===== src/verilog/rtes_defines.vh =====
`ifndef RTES_DEFINES_VH
`define RTES_DEFINES_VH
// Register indices on the multiplexed bus
`define RTES_ADDR_CTRL_A 8'h0a
`define RTES_ADDR_CTRL_B 8'h0b
`define RTES_ADDR_EVENT 8'h0c
`define RTES_ADDR_INTEG 8'h0d
// Rate/oscillator register fields
`define RTES_A_PEND_BIT 7
`define RTES_A_OSC_HI 6
`define RTES_A_OSC_LO 4
`define RTES_A_RATE_HI 3
`define RTES_A_RATE_LO 0
`define RTES_OSC_RUN 3'b010
`define RTES_OSC_RUN_WR 3'b011
// Control register fields
`define RTES_B_INHIBIT_BIT 7
`define RTES_B_PIE_BIT 6
`define RTES_B_AIE_BIT 5
`define RTES_B_UIE_BIT 4
`define RTES_B_SQUARE_OUT_EN_BIT 3
// Event status fields
`define RTES_C_IRQ_BIT 7
`define RTES_C_PF_BIT 6
`define RTES_C_AF_BIT 5
`define RTES_C_UF_BIT 4
`define RTES_C_FAST_BIT 2
// Integrity status field
`define RTES_D_VALID_BIT 7
// Reset values
`define RTES_A_RESET 8'h00
`define RTES_B_RESET 8'h00
`endif


===== src/verilog/rtes_event_status.v =====
// What this block does
// - Inhibit stops buffer copy, clears update enable
// - Event status read-only except fast enable
// - Event status bits 0,1,3 read zero
// - Fast enable settable only under pattern 011
// - Other oscillator pattern clears fast enable
// - Both enables drive raw oscillator on pin
// - Update completion sets update flag
// - Alarm match sets alarm flag
// - Periodic tick sets periodic flag
// - Interrupt flag from enabled event flags
// - Event status read clears four flags
// - Integrity register read-only, low bits zero
// - Bit 7 reports backup source valid
// - Pattern 011 runs like 010, adds writes
// - Inhibit holds update pending cleared
// - Square output disabled held low
`timescale 1ns/100ps
`default_nettype none
`include "rtes_defines.vh"
module rtes_event_status #(
   parameter ADDR_W = 8
) (
   // Clock and reset
   input wire clk_sys_i,
   input wire resetn_i,
   // Register port, one-cycle strobes
   input wire [ADDR_W-1:0] reg_addr_i,
   input wire reg_wr_i,
   input wire reg_rd_i,
   input wire [7:0] reg_wdata_i,
   output wire [7:0] reg_rdata_o,
   // Events from timekeeping core
   input wire update_start_i,
   input wire update_end_i,
   input wire alarm_match_i,
   input wire periodic_tick_i,
   input wire backup_ok_i,
   input wire osc_wave_i,
   input wire rate_wave_i,
   // Controls to timekeeping core
   output wire buffer_copy_en_o,
   output wire osc_run_o,
   output wire divider_run_o,
   output wire [3:0] rate_select_o,
   // Pins
   output wire square_wave_pin_o,
   output wire irq_n_o
);
   reg [2:0] osc_ctrl_r;
   reg [3:0] rate_select_r;
   reg update_pending_r;
   reg transfer_inhibit_r;
   reg periodic_irq_en_r;
   reg alarm_irq_en_r;
   reg update_done_irq_en_r;
   reg square_out_en_r;
   reg [2:0] ctrl_b_low_r;
   reg fast_clock_out_en_r;
   reg [7:0] rdata_r;
   reg [7:0] rdata_nxt;
   reg irq_n_r;
   wire sel_a;
   wire sel_b;
   wire sel_c;
   wire sel_d;
   wire event_rd;
   wire periodic_flag;
   wire alarm_flag;
   wire update_done_flag;
   wire irq_request_flag;
   wire irq_set;
   wire writable_c;

   assign sel_a = (reg_addr_i == `RTES_ADDR_CTRL_A);
   assign sel_b = (reg_addr_i == `RTES_ADDR_CTRL_B);
   assign sel_c = (reg_addr_i == `RTES_ADDR_EVENT);
   assign sel_d = (reg_addr_i == `RTES_ADDR_INTEG);
   assign event_rd = reg_rd_i & sel_c;
   // Pattern 011 still runs oscillator and divider
   assign writable_c = (osc_ctrl_r == `RTES_OSC_RUN_WR);

   // Rate/oscillator register
   always @(posedge clk_sys_i or negedge resetn_i) begin
      if (!resetn_i) begin
         osc_ctrl_r <= 3'h0;
         rate_select_r <= 4'h0;
      end else if (reg_wr_i && sel_a) begin
         osc_ctrl_r <= reg_wdata_i[`RTES_A_OSC_HI:`RTES_A_OSC_LO];
         rate_select_r <= reg_wdata_i[`RTES_A_RATE_HI:`RTES_A_RATE_LO];
      end
   end

   // Pending bit is status only; writes never reach it
   always @(posedge clk_sys_i or negedge resetn_i) begin
      if (!resetn_i)
         update_pending_r <= 1'b0;
      else if (transfer_inhibit_r)
         update_pending_r <= 1'b0;
      else if (update_start_i)
         update_pending_r <= 1'b1;
      else if (update_end_i)
         update_pending_r <= 1'b0;
   end

   // Control register
   always @(posedge clk_sys_i or negedge resetn_i) begin
      if (!resetn_i) begin
         transfer_inhibit_r <= 1'b0;
         periodic_irq_en_r <= 1'b0;
         alarm_irq_en_r <= 1'b0;
         update_done_irq_en_r <= 1'b0;
         square_out_en_r <= 1'b0;
         ctrl_b_low_r <= 3'h0;
      end else begin
         if (reg_wr_i && sel_b) begin
            transfer_inhibit_r <= reg_wdata_i[`RTES_B_INHIBIT_BIT];
            periodic_irq_en_r <= reg_wdata_i[`RTES_B_PIE_BIT];
            alarm_irq_en_r <= reg_wdata_i[`RTES_B_AIE_BIT];
            square_out_en_r <= reg_wdata_i[`RTES_B_SQUARE_OUT_EN_BIT];
            ctrl_b_low_r <= reg_wdata_i[2:0];
         end
         // Inhibit in force or being written forces enable off
         if (transfer_inhibit_r ||
             (reg_wr_i && sel_b && reg_wdata_i[`RTES_B_INHIBIT_BIT]))
            update_done_irq_en_r <= 1'b0;
         else if (reg_wr_i && sel_b)
            update_done_irq_en_r <= reg_wdata_i[`RTES_B_UIE_BIT];
      end
   end
   assign buffer_copy_en_o = ~transfer_inhibit_r;

   // Fast clock enable; only writable event bit
   always @(posedge clk_sys_i or negedge resetn_i) begin
      if (!resetn_i)
         fast_clock_out_en_r <= 1'b0;
      else if (reg_wr_i && sel_a &&
               reg_wdata_i[`RTES_A_OSC_HI:`RTES_A_OSC_LO] !=
               `RTES_OSC_RUN_WR)
         fast_clock_out_en_r <= 1'b0;
      else if (reg_wr_i && sel_c && writable_c)
         fast_clock_out_en_r <= reg_wdata_i[`RTES_C_FAST_BIT];
   end

   // Event flags
   rtes_sticky u_update_flag (
      .clk_sys_i(clk_sys_i),
      .resetn_i(resetn_i),
      .set_i(update_end_i),
      .clr_i(event_rd),
      .flag_o(update_done_flag)
   );
   rtes_sticky u_alarm_flag (
      .clk_sys_i(clk_sys_i),
      .resetn_i(resetn_i),
      .set_i(alarm_match_i),
      .clr_i(event_rd),
      .flag_o(alarm_flag)
   );
   rtes_sticky u_periodic_flag (
      .clk_sys_i(clk_sys_i),
      .resetn_i(resetn_i),
      .set_i(periodic_tick_i),
      .clr_i(event_rd),
      .flag_o(periodic_flag)
   );
   // Request uses the next flag values so a new event survives a read
   assign irq_set = (alarm_irq_en_r & (alarm_match_i | (alarm_flag &
                     ~event_rd))) |
                    (periodic_irq_en_r & (periodic_tick_i |
                     (periodic_flag & ~event_rd))) |
                    (update_done_irq_en_r & (update_end_i |
                     (update_done_flag & ~event_rd)));
   rtes_sticky u_irq_flag (
      .clk_sys_i(clk_sys_i),
      .resetn_i(resetn_i),
      .set_i(irq_set),
      .clr_i(event_rd),
      .flag_o(irq_request_flag)
   );

   always @(posedge clk_sys_i or negedge resetn_i) begin
      if (!resetn_i)
         irq_n_r <= 1'b1;
      else
         // Tracks the flag, so a dropped enable leaves the pin low
         irq_n_r <= ~(irq_set | (irq_request_flag & ~event_rd));
   end
   assign irq_n_o = irq_n_r;

   // Read data, captured on the read strobe
   always @* begin
      rdata_nxt = 8'h00;
      if (sel_a) begin
         // Gate covers the cycle before the clear lands
         rdata_nxt[`RTES_A_PEND_BIT] = update_pending_r &
                                       ~transfer_inhibit_r;
         rdata_nxt[`RTES_A_OSC_HI:`RTES_A_OSC_LO] = osc_ctrl_r;
         rdata_nxt[`RTES_A_RATE_HI:`RTES_A_RATE_LO] = rate_select_r;
      end else if (sel_b) begin
         rdata_nxt = {transfer_inhibit_r, periodic_irq_en_r,
                      alarm_irq_en_r, update_done_irq_en_r,
                      square_out_en_r, ctrl_b_low_r};
      end else if (sel_c) begin
         // Bits 0, 1, 3 stay zero
         rdata_nxt[`RTES_C_IRQ_BIT] = irq_request_flag;
         rdata_nxt[`RTES_C_PF_BIT] = periodic_flag;
         rdata_nxt[`RTES_C_AF_BIT] = alarm_flag;
         rdata_nxt[`RTES_C_UF_BIT] = update_done_flag;
         rdata_nxt[`RTES_C_FAST_BIT] = fast_clock_out_en_r;
      end else if (sel_d) begin
         rdata_nxt[`RTES_D_VALID_BIT] = backup_ok_i;
      end
   end
   always @(posedge clk_sys_i or negedge resetn_i) begin
      if (!resetn_i)
         rdata_r <= 8'h00;
      else if (reg_rd_i)
         rdata_r <= rdata_nxt;
   end
   assign reg_rdata_o = rdata_r;

   assign osc_run_o = (osc_ctrl_r == `RTES_OSC_RUN) | writable_c |
                      (osc_ctrl_r[2:1] == 2'b11);
   assign divider_run_o = (osc_ctrl_r == `RTES_OSC_RUN) | writable_c;
   assign rate_select_o = rate_select_r;

   rtes_square_out u_square (
      .clk_sys_i(clk_sys_i),
      .resetn_i(resetn_i),
      .square_out_en_i(square_out_en_r),
      .fast_clock_out_en_i(fast_clock_out_en_r),
      .osc_wave_i(osc_wave_i),
      .rate_wave_i(rate_wave_i),
      .square_wave_pin_o(square_wave_pin_o)
   );
endmodule
`default_nettype wire


===== src/verilog/rtes_square_out.v =====
`timescale 1ns/100ps
`default_nettype none
// Square-wave pin source selection, registered
module rtes_square_out (
   // Clock and reset
   input wire clk_sys_i,
   input wire resetn_i,
   // Sources
   input wire square_out_en_i,
   input wire fast_clock_out_en_i,
   input wire osc_wave_i,
   input wire rate_wave_i,
   // Pin
   output wire square_wave_pin_o
);
   reg pin_r;
   reg pin_nxt;
   always @* begin
      pin_nxt = 1'b0;
      if (square_out_en_i) begin
         if (fast_clock_out_en_i)
            pin_nxt = osc_wave_i;
         else
            pin_nxt = rate_wave_i;
      end
      // Otherwise held low
   end
   always @(posedge clk_sys_i or negedge resetn_i) begin
      if (!resetn_i)
         pin_r <= 1'b0;
      else
         pin_r <= pin_nxt;
   end
   assign square_wave_pin_o = pin_r;
endmodule
`default_nettype wire


===== src/verilog/rtes_sticky.v =====
`timescale 1ns/100ps
`default_nettype none
// One sticky flag; a set in the clearing cycle wins
module rtes_sticky (
   // Clock and reset
   input wire clk_sys_i,
   input wire resetn_i,
   // Control
   input wire set_i,
   input wire clr_i,
   // Flag
   output wire flag_o
);
   reg flag_r;
   wire flag_nxt;
   assign flag_nxt = set_i ? 1'b1 : (clr_i ? 1'b0 : flag_r);
   always @(posedge clk_sys_i or negedge resetn_i) begin
      if (!resetn_i)
         flag_r <= 1'b0;
      else
         flag_r <= flag_nxt;
   end
   assign flag_o = flag_r;
endmodule
`default_nettype wire

===== config.mk =====
export PLATFORM = sky130hd
export DESIGN_NAME = rtes_event_status
export DESIGN_NICKNAME = d
export VERILOG_FILES = /design/src/verilog/rtes_event_status.v /design/src/verilog/rtes_square_out.v /design/src/verilog/rtes_sticky.v
export VERILOG_INCLUDE_DIRS = /design/src /design/src/verilog
export SDC_FILE = /design/constraint.sdc
export NUM_CORES = 1
export LEC_CHECK = 0
export ABC_AREA = 1
export BUFFER_PORTS_ARGS = -buffer_cell sky130_fd_sc_hd__buf_2
export CORE_MARGIN = 2
export CORE_UTILIZATION = 43
export DETAILED_ROUTE_END_ITERATION = 7
export PLACE_DENSITY = 0.67
export SYNTH_ARGS = -nofsm -noshare
export SYNTH_HDL_FRONTEND = slang
export SYNTH_SLANG_ARGS = --single-unit

===== constraint.sdc =====
create_clock -name clk_sys_i -period 0.9 [get_ports clk_sys_i]
set_input_delay 0.135 -clock clk_sys_i [delete_from_list [all_inputs] [get_ports clk_sys_i]]
set_output_delay 0.135 -clock clk_sys_i [all_outputs]
set_load 0.02 [all_outputs]

After elaboration in Yosys (flattened, before gate mapping) --
Index checks and enable logic that the tools add are counted.
Operators by class: bitwise operators 20, mux-type cells 23, eq/ne operators 8, reductions and logical operators 14
Operators by type and width (number):
- $eq A8 B4 Y1 const B | 4
- $mux W1 | 19
- $reduce_bool A2 Y1 | 6
- $and A1 B1 Y1 | 9
- $mux W8 | 1
- $or A1 B1 Y1 | 8
- $eq A3 B2 Y1 const B | 2
- $logic_and A1 B1 Y1 | 6
- $mux W4 | 1
- $mux W3 | 1
- $ne A3 B2 Y1 const B | 1
- $not A1 Y1 | 3
- $reduce_bool A3 Y1 | 1
- $eq A2 B2 Y1 const B | 1
- $mux W2 | 1
- $logic_or A1 B1 Y1 | 1
Word-level totals: bits in registers 31, input bits 27, word-level logic and storage cells 82

Depth between registers and ports, before layout --
depth in word-level cells 10, depth in mapped cells 10

Hierarchy --
From an unflattened synthesis, not the netlist that was laid out.
Unflattened totals: cell total of the unflattened synthesis 201, area, all modules 1606.5 µm²
Modules (own cells, without submodules):
- rtes_event_status | area an instance 1400.1 µm², times used 1, seq. area each 651.9 µm², cells an instance 175
- rtes_sticky | area an instance 40.0 µm², times used 4, seq. area each 25.0 µm², cells an instance 5
- rtes_square_out | area an instance 46.3 µm², times used 1, seq. area each 25.0 µm², cells an instance 6

Worst setup path before layout --
No wires, ideal clock.
path type input port to flip-flop, start point in reg_addr_i[4], end point reg update_done_irq_en_r, buffers on the path 0, stages 8, data arrival time 841 ps, setup slack -59 ps, cells stage by stage inv_1 nand2_1 nor2_4 nand2_2 nor2_4 inv_2 nand4_1 nand2_1
Between the ends: cells in the longest elaborated chain, start to end 5, elaborated cells on any way between the ends 6
RTL lines:
- start: declaration | RTL line rtes_event_status.v:28 | input wire [ADDR_W-1:0] reg_addr_i,
- $eq A8 B4 Y1 (no line) (*)
- $logic_and A1 B1 Y1 (*) | RTL line rtes_event_status.v:125, rtes_event_status.v:127
- $logic_and A1 B1 Y1 | RTL line rtes_event_status.v:125 | (reg_wr_i && sel_b && reg_wdata_i[`RTES_B_INHIBIT_BIT]))
- $logic_or A1 B1 Y1 | RTL line rtes_event_status.v:124 | if (transfer_inhibit_r ||
- $mux W1 / $reduce_bool A2 Y1 (equally long branches)
- end signal: assignment | RTL line rtes_event_status.v:128 | update_done_irq_en_r <= reg_wdata_i[`RTES_B_UIE_BIT];
- end: declaration | RTL line rtes_event_status.v:56 | reg update_done_irq_en_r;
Mark *: on every way between the ends. The rest lies on a longest branch, timed or not. A chain may end at the register's enable or synchronous reset.

Worst setup path after layout --
start point reg osc_ctrl_r[1], end point out osc_run_o
Between the ends: cells in the longest elaborated chain, start to end 3, elaborated cells on any way between the ends 5
RTL lines:
- start: declaration | RTL line rtes_event_status.v:50 | reg [2:0] osc_ctrl_r;
- start signal: assignment | RTL line rtes_event_status.v:89 | osc_ctrl_r <= reg_wdata_i[`RTES_A_OSC_HI:`RTES_A_OSC_LO];
- $eq A3 B2 Y1 (no line)
- $or A1 B1 Y1 | RTL line rtes_event_status.v:223 | assign osc_run_o = (osc_ctrl_r == `RTES_OSC_RUN) | writable_c |
- $or A1 B1 Y1 (*) | RTL line rtes_event_status.v:223
- end: declaration | RTL line rtes_event_status.v:43 | output wire osc_run_o,
Marked as above.

==> flow_summary.json <==
{
  "status": "finished with violations",
  "violations": "setup timing",
  "globalRoute.totalOverflow": 0,
  "clk_transition_reported_paths_ps": 100,
  "finalCritPeriodShare_pct": 128.8,
  "cp-end-kind": "output port",
  "clock-root-buffer": "clkbuf_4",
  "wl_per_cell_um": 11.99,
  "cpLargestDelayFamily": "flip-flops",
  "ir_worst_vdd_mv": 1.103,
  "netlist_area_um2": 1514,
  "tns_ps": -2660,
  "dp.cells": 285,
  "seq_area_frac_synth_pct": 51.32,
  "grt_max_degree": 21,
  "hold-path-cell-count": 3,
  "rsz0062_at_grt": "true",
  "drv_cap": 0,
  "yosysUniqueCellTypes": 25,
  "worstPathMaxFanout": 3,
  "viasPerCell": 4.739,
  "required_ps": 760,
  "nets": 294,
  "final_cells": 314,
  "drc": 0,
  "htree_levels": 2,
  "path_cells": "buf_4 -> buf_6",
  "drt_iter0_markers": 60,
  "synth_nets": 217,
  "setup.worst_path.start_class": "flop",
  "max_slew_margin_pct": 80.61,
  "synth-seq-cells": 31,
  "r2r_start": "osc_ctrl_r[2]$_DFFE_PN0P_",
  "clock_path_buffers": 2,
  "layout_setup_ws_ps": -258.8,
  "r2r_end": "fast_clock_out_en_r$_DFFE_PN0P_",
  "hold_class": "input pin to flop",
  "fmax_mhz": 863.0,
  "period_minus_slack_ps": 1159,
  "grt_pass1_vias": 1412,
  "dpl_worst_slack_ps": -296.1,
  "wl_mm": 3.764,
  "crit_path_top_delay_cell": "dfrtp_1",
  "pin_count": 44,
  "dieArea_um2": 4011,
  "multiInputGateArea_um2": 691.9,
  "setup_violations": 21,
  "antenna_found_initial": 0,
  "final_cell_mix": "nand2_1, dfrtp_1, buf_2",
  "ant_nets": 0,
  "path_class": "flop to output port",
  "hold_path_end": "u_alarm_flag.flag_o$_DFFE_PN0P_",
  "cts_buffers": 5,
  "hold_violations": 0,
  "vias": 1488,
  "cts_tree": "built",
  "rrSetupSlack_ps": -180,
  "grt_pass1_wl_mm": 6.320,
  "timing.hold.ws_ps": 3.751,
  "crit_arrival_ps": 1020,
  "hpwl_mm": 2.582,
  "min_from": "alarm_match_i",
  "drive_above_1_share_pct": 45.90,
  "crit_buf_inv": 2,
  "netlist_instances": 190,
  "place_area_um2": 1896,
  "die_y_um": 63.34,
  "p_per_area_nw_per_um2": 1333,
  "synth_warnings": 0,
  "syn_to_final_growth_pct": 51.98,
  "initial_core_util_pct": 45.01,
  "die_w_um": 63.34,
  "utilization_pct": 68.42,
  "tightest_slew_ps": 290.9,
  "io_buffers": 43,
  "n_antenna_cell": 0,
  "power.total_mw": 3.068,
  "fin_worst_skew_ps": 5.051,
  "syn_avg_cell_area_um2": 7.968,
  "fp-row-count": 21,
  "first_pass_iters": 4,
  "ctsHoldBuffers": 1,
  "r2r_cells": 6,
  "gp_congestion": 0.8311,
  "fill_cells": 308,
  "cpPeakStageDelay_ps": 420,
  "core-area_um2": 3363,
  "grtUsageTotal_pct": 20.08,
  "cts.sinks": 31,
  "worstSkewPairLatency_ps": 340,
  "maxSlewViolCount": 0,
  "p_leak_nw": 1.216,
  "layout_commonest_cell": "nand2_1",
  "stdcell_area_um2": 2301,
  "register_area_um2": 777.0
}
## power by group
group          switching (mW)  total (mW)  internal [mW]
Sequential             0.0538        1.53           1.47
Combinational           0.304       0.588          0.283
Clock                   0.497       0.953          0.456
Total                   0.855        3.07           2.21
## repair_timing
| item | in CTS | in global routing |
|---|---|---|
| endpoints found under the setup margin | 19 | 29 |
| cloned | 0 | 0 |
| hold endpoints to repair | 31 | 1 |
| setup buffers | 15 | 5 |
| pin swaps | 8 | 14 |
| gates resized for setup | 42 | 13 |
## cells in the mapped netlist (all sizes together)
cell type,n,area [um^2]
inv,27,103.9
nand2,76,295.3
nand3,11,65.06
a31oi,2,12.51
a21oi,3,15.01
nor2,17,107.6
nor3,1,10.01
o31ai,1,7.510
dfstp,1,26.28
nand4,4,25.02
clkbuf,1,3.750
buf,1,5.000
o22ai,1,6.260
a21boi,1,7.510
dfrtp,30,750.7
o21ai,13,72.57
## worst min-delay path: cells and delay by family
kind | cells | cell delay, ps
buf+inv | 2 | 110
simple gates | 1 | 70
## worst max-delay path by stage
stage / start / endpoint / slack, ps / cells after the start
floorplan: reg_addr_i[7] / update_done_irq_en_r$_DFFE_PN0P_ / -50 / 8
global placement: reg_addr_i[7] / reg_rdata_o[2]$_DFFE_PN0P_ / -280 / 10
detailed placement: reg_addr_i[7] / update_done_irq_en_r$_DFFE_PN0P_ / -300 / 9
CTS: osc_ctrl_r[1]$_DFFE_PN0P_ / divider_run_o / -240 / 3
global route: osc_ctrl_r[1]$_DFFE_PN0P_ / divider_run_o / -330 / 3
finish: osc_ctrl_r[1]$_DFFE_PN0P_ / osc_run_o / -260 / 2
## kinds of logic (layout without fill, tap and decap cells)
group / Yosys count / after routing / synth area share (%)
buffers and inverters: 29 / 107 / 7.437
AOI/OAI and AO/OA: 21 / 21 / 8.017
and+or+nand+nor: 109 / 109 / 33.22
DFF: 31 / 31 / 51.32
## cell type report
type / instances / area share, %
Inverter: 27 / 5.601
Tap cell: 46 / 2.501
Sequential cell: 31 / 33.77
Clock buffer: 7 / 2.828
Multi-Input combinational cell: 130 / 30.07
Clock inverter: 1 / 0.3263
Timing Repair Buffer: 72 / 24.90
## sequential cells by signal (all words and copies together) (netlist names), 3 cells and up
name,cells
ctrl_b_low_r,3
osc_ctrl_r,3
rate_select_o,4
reg_rdata_o,8
## layer usage
metal	up-vias	GRT usage [%]	routed length (um)
met5	-	0	0
met4	0	4.891	40
met3	4	6.250	248
met2	51	31.71	1837
met1	682	26.98	1636
li1	751	-	-
Power figures use the tool's default switching activity.
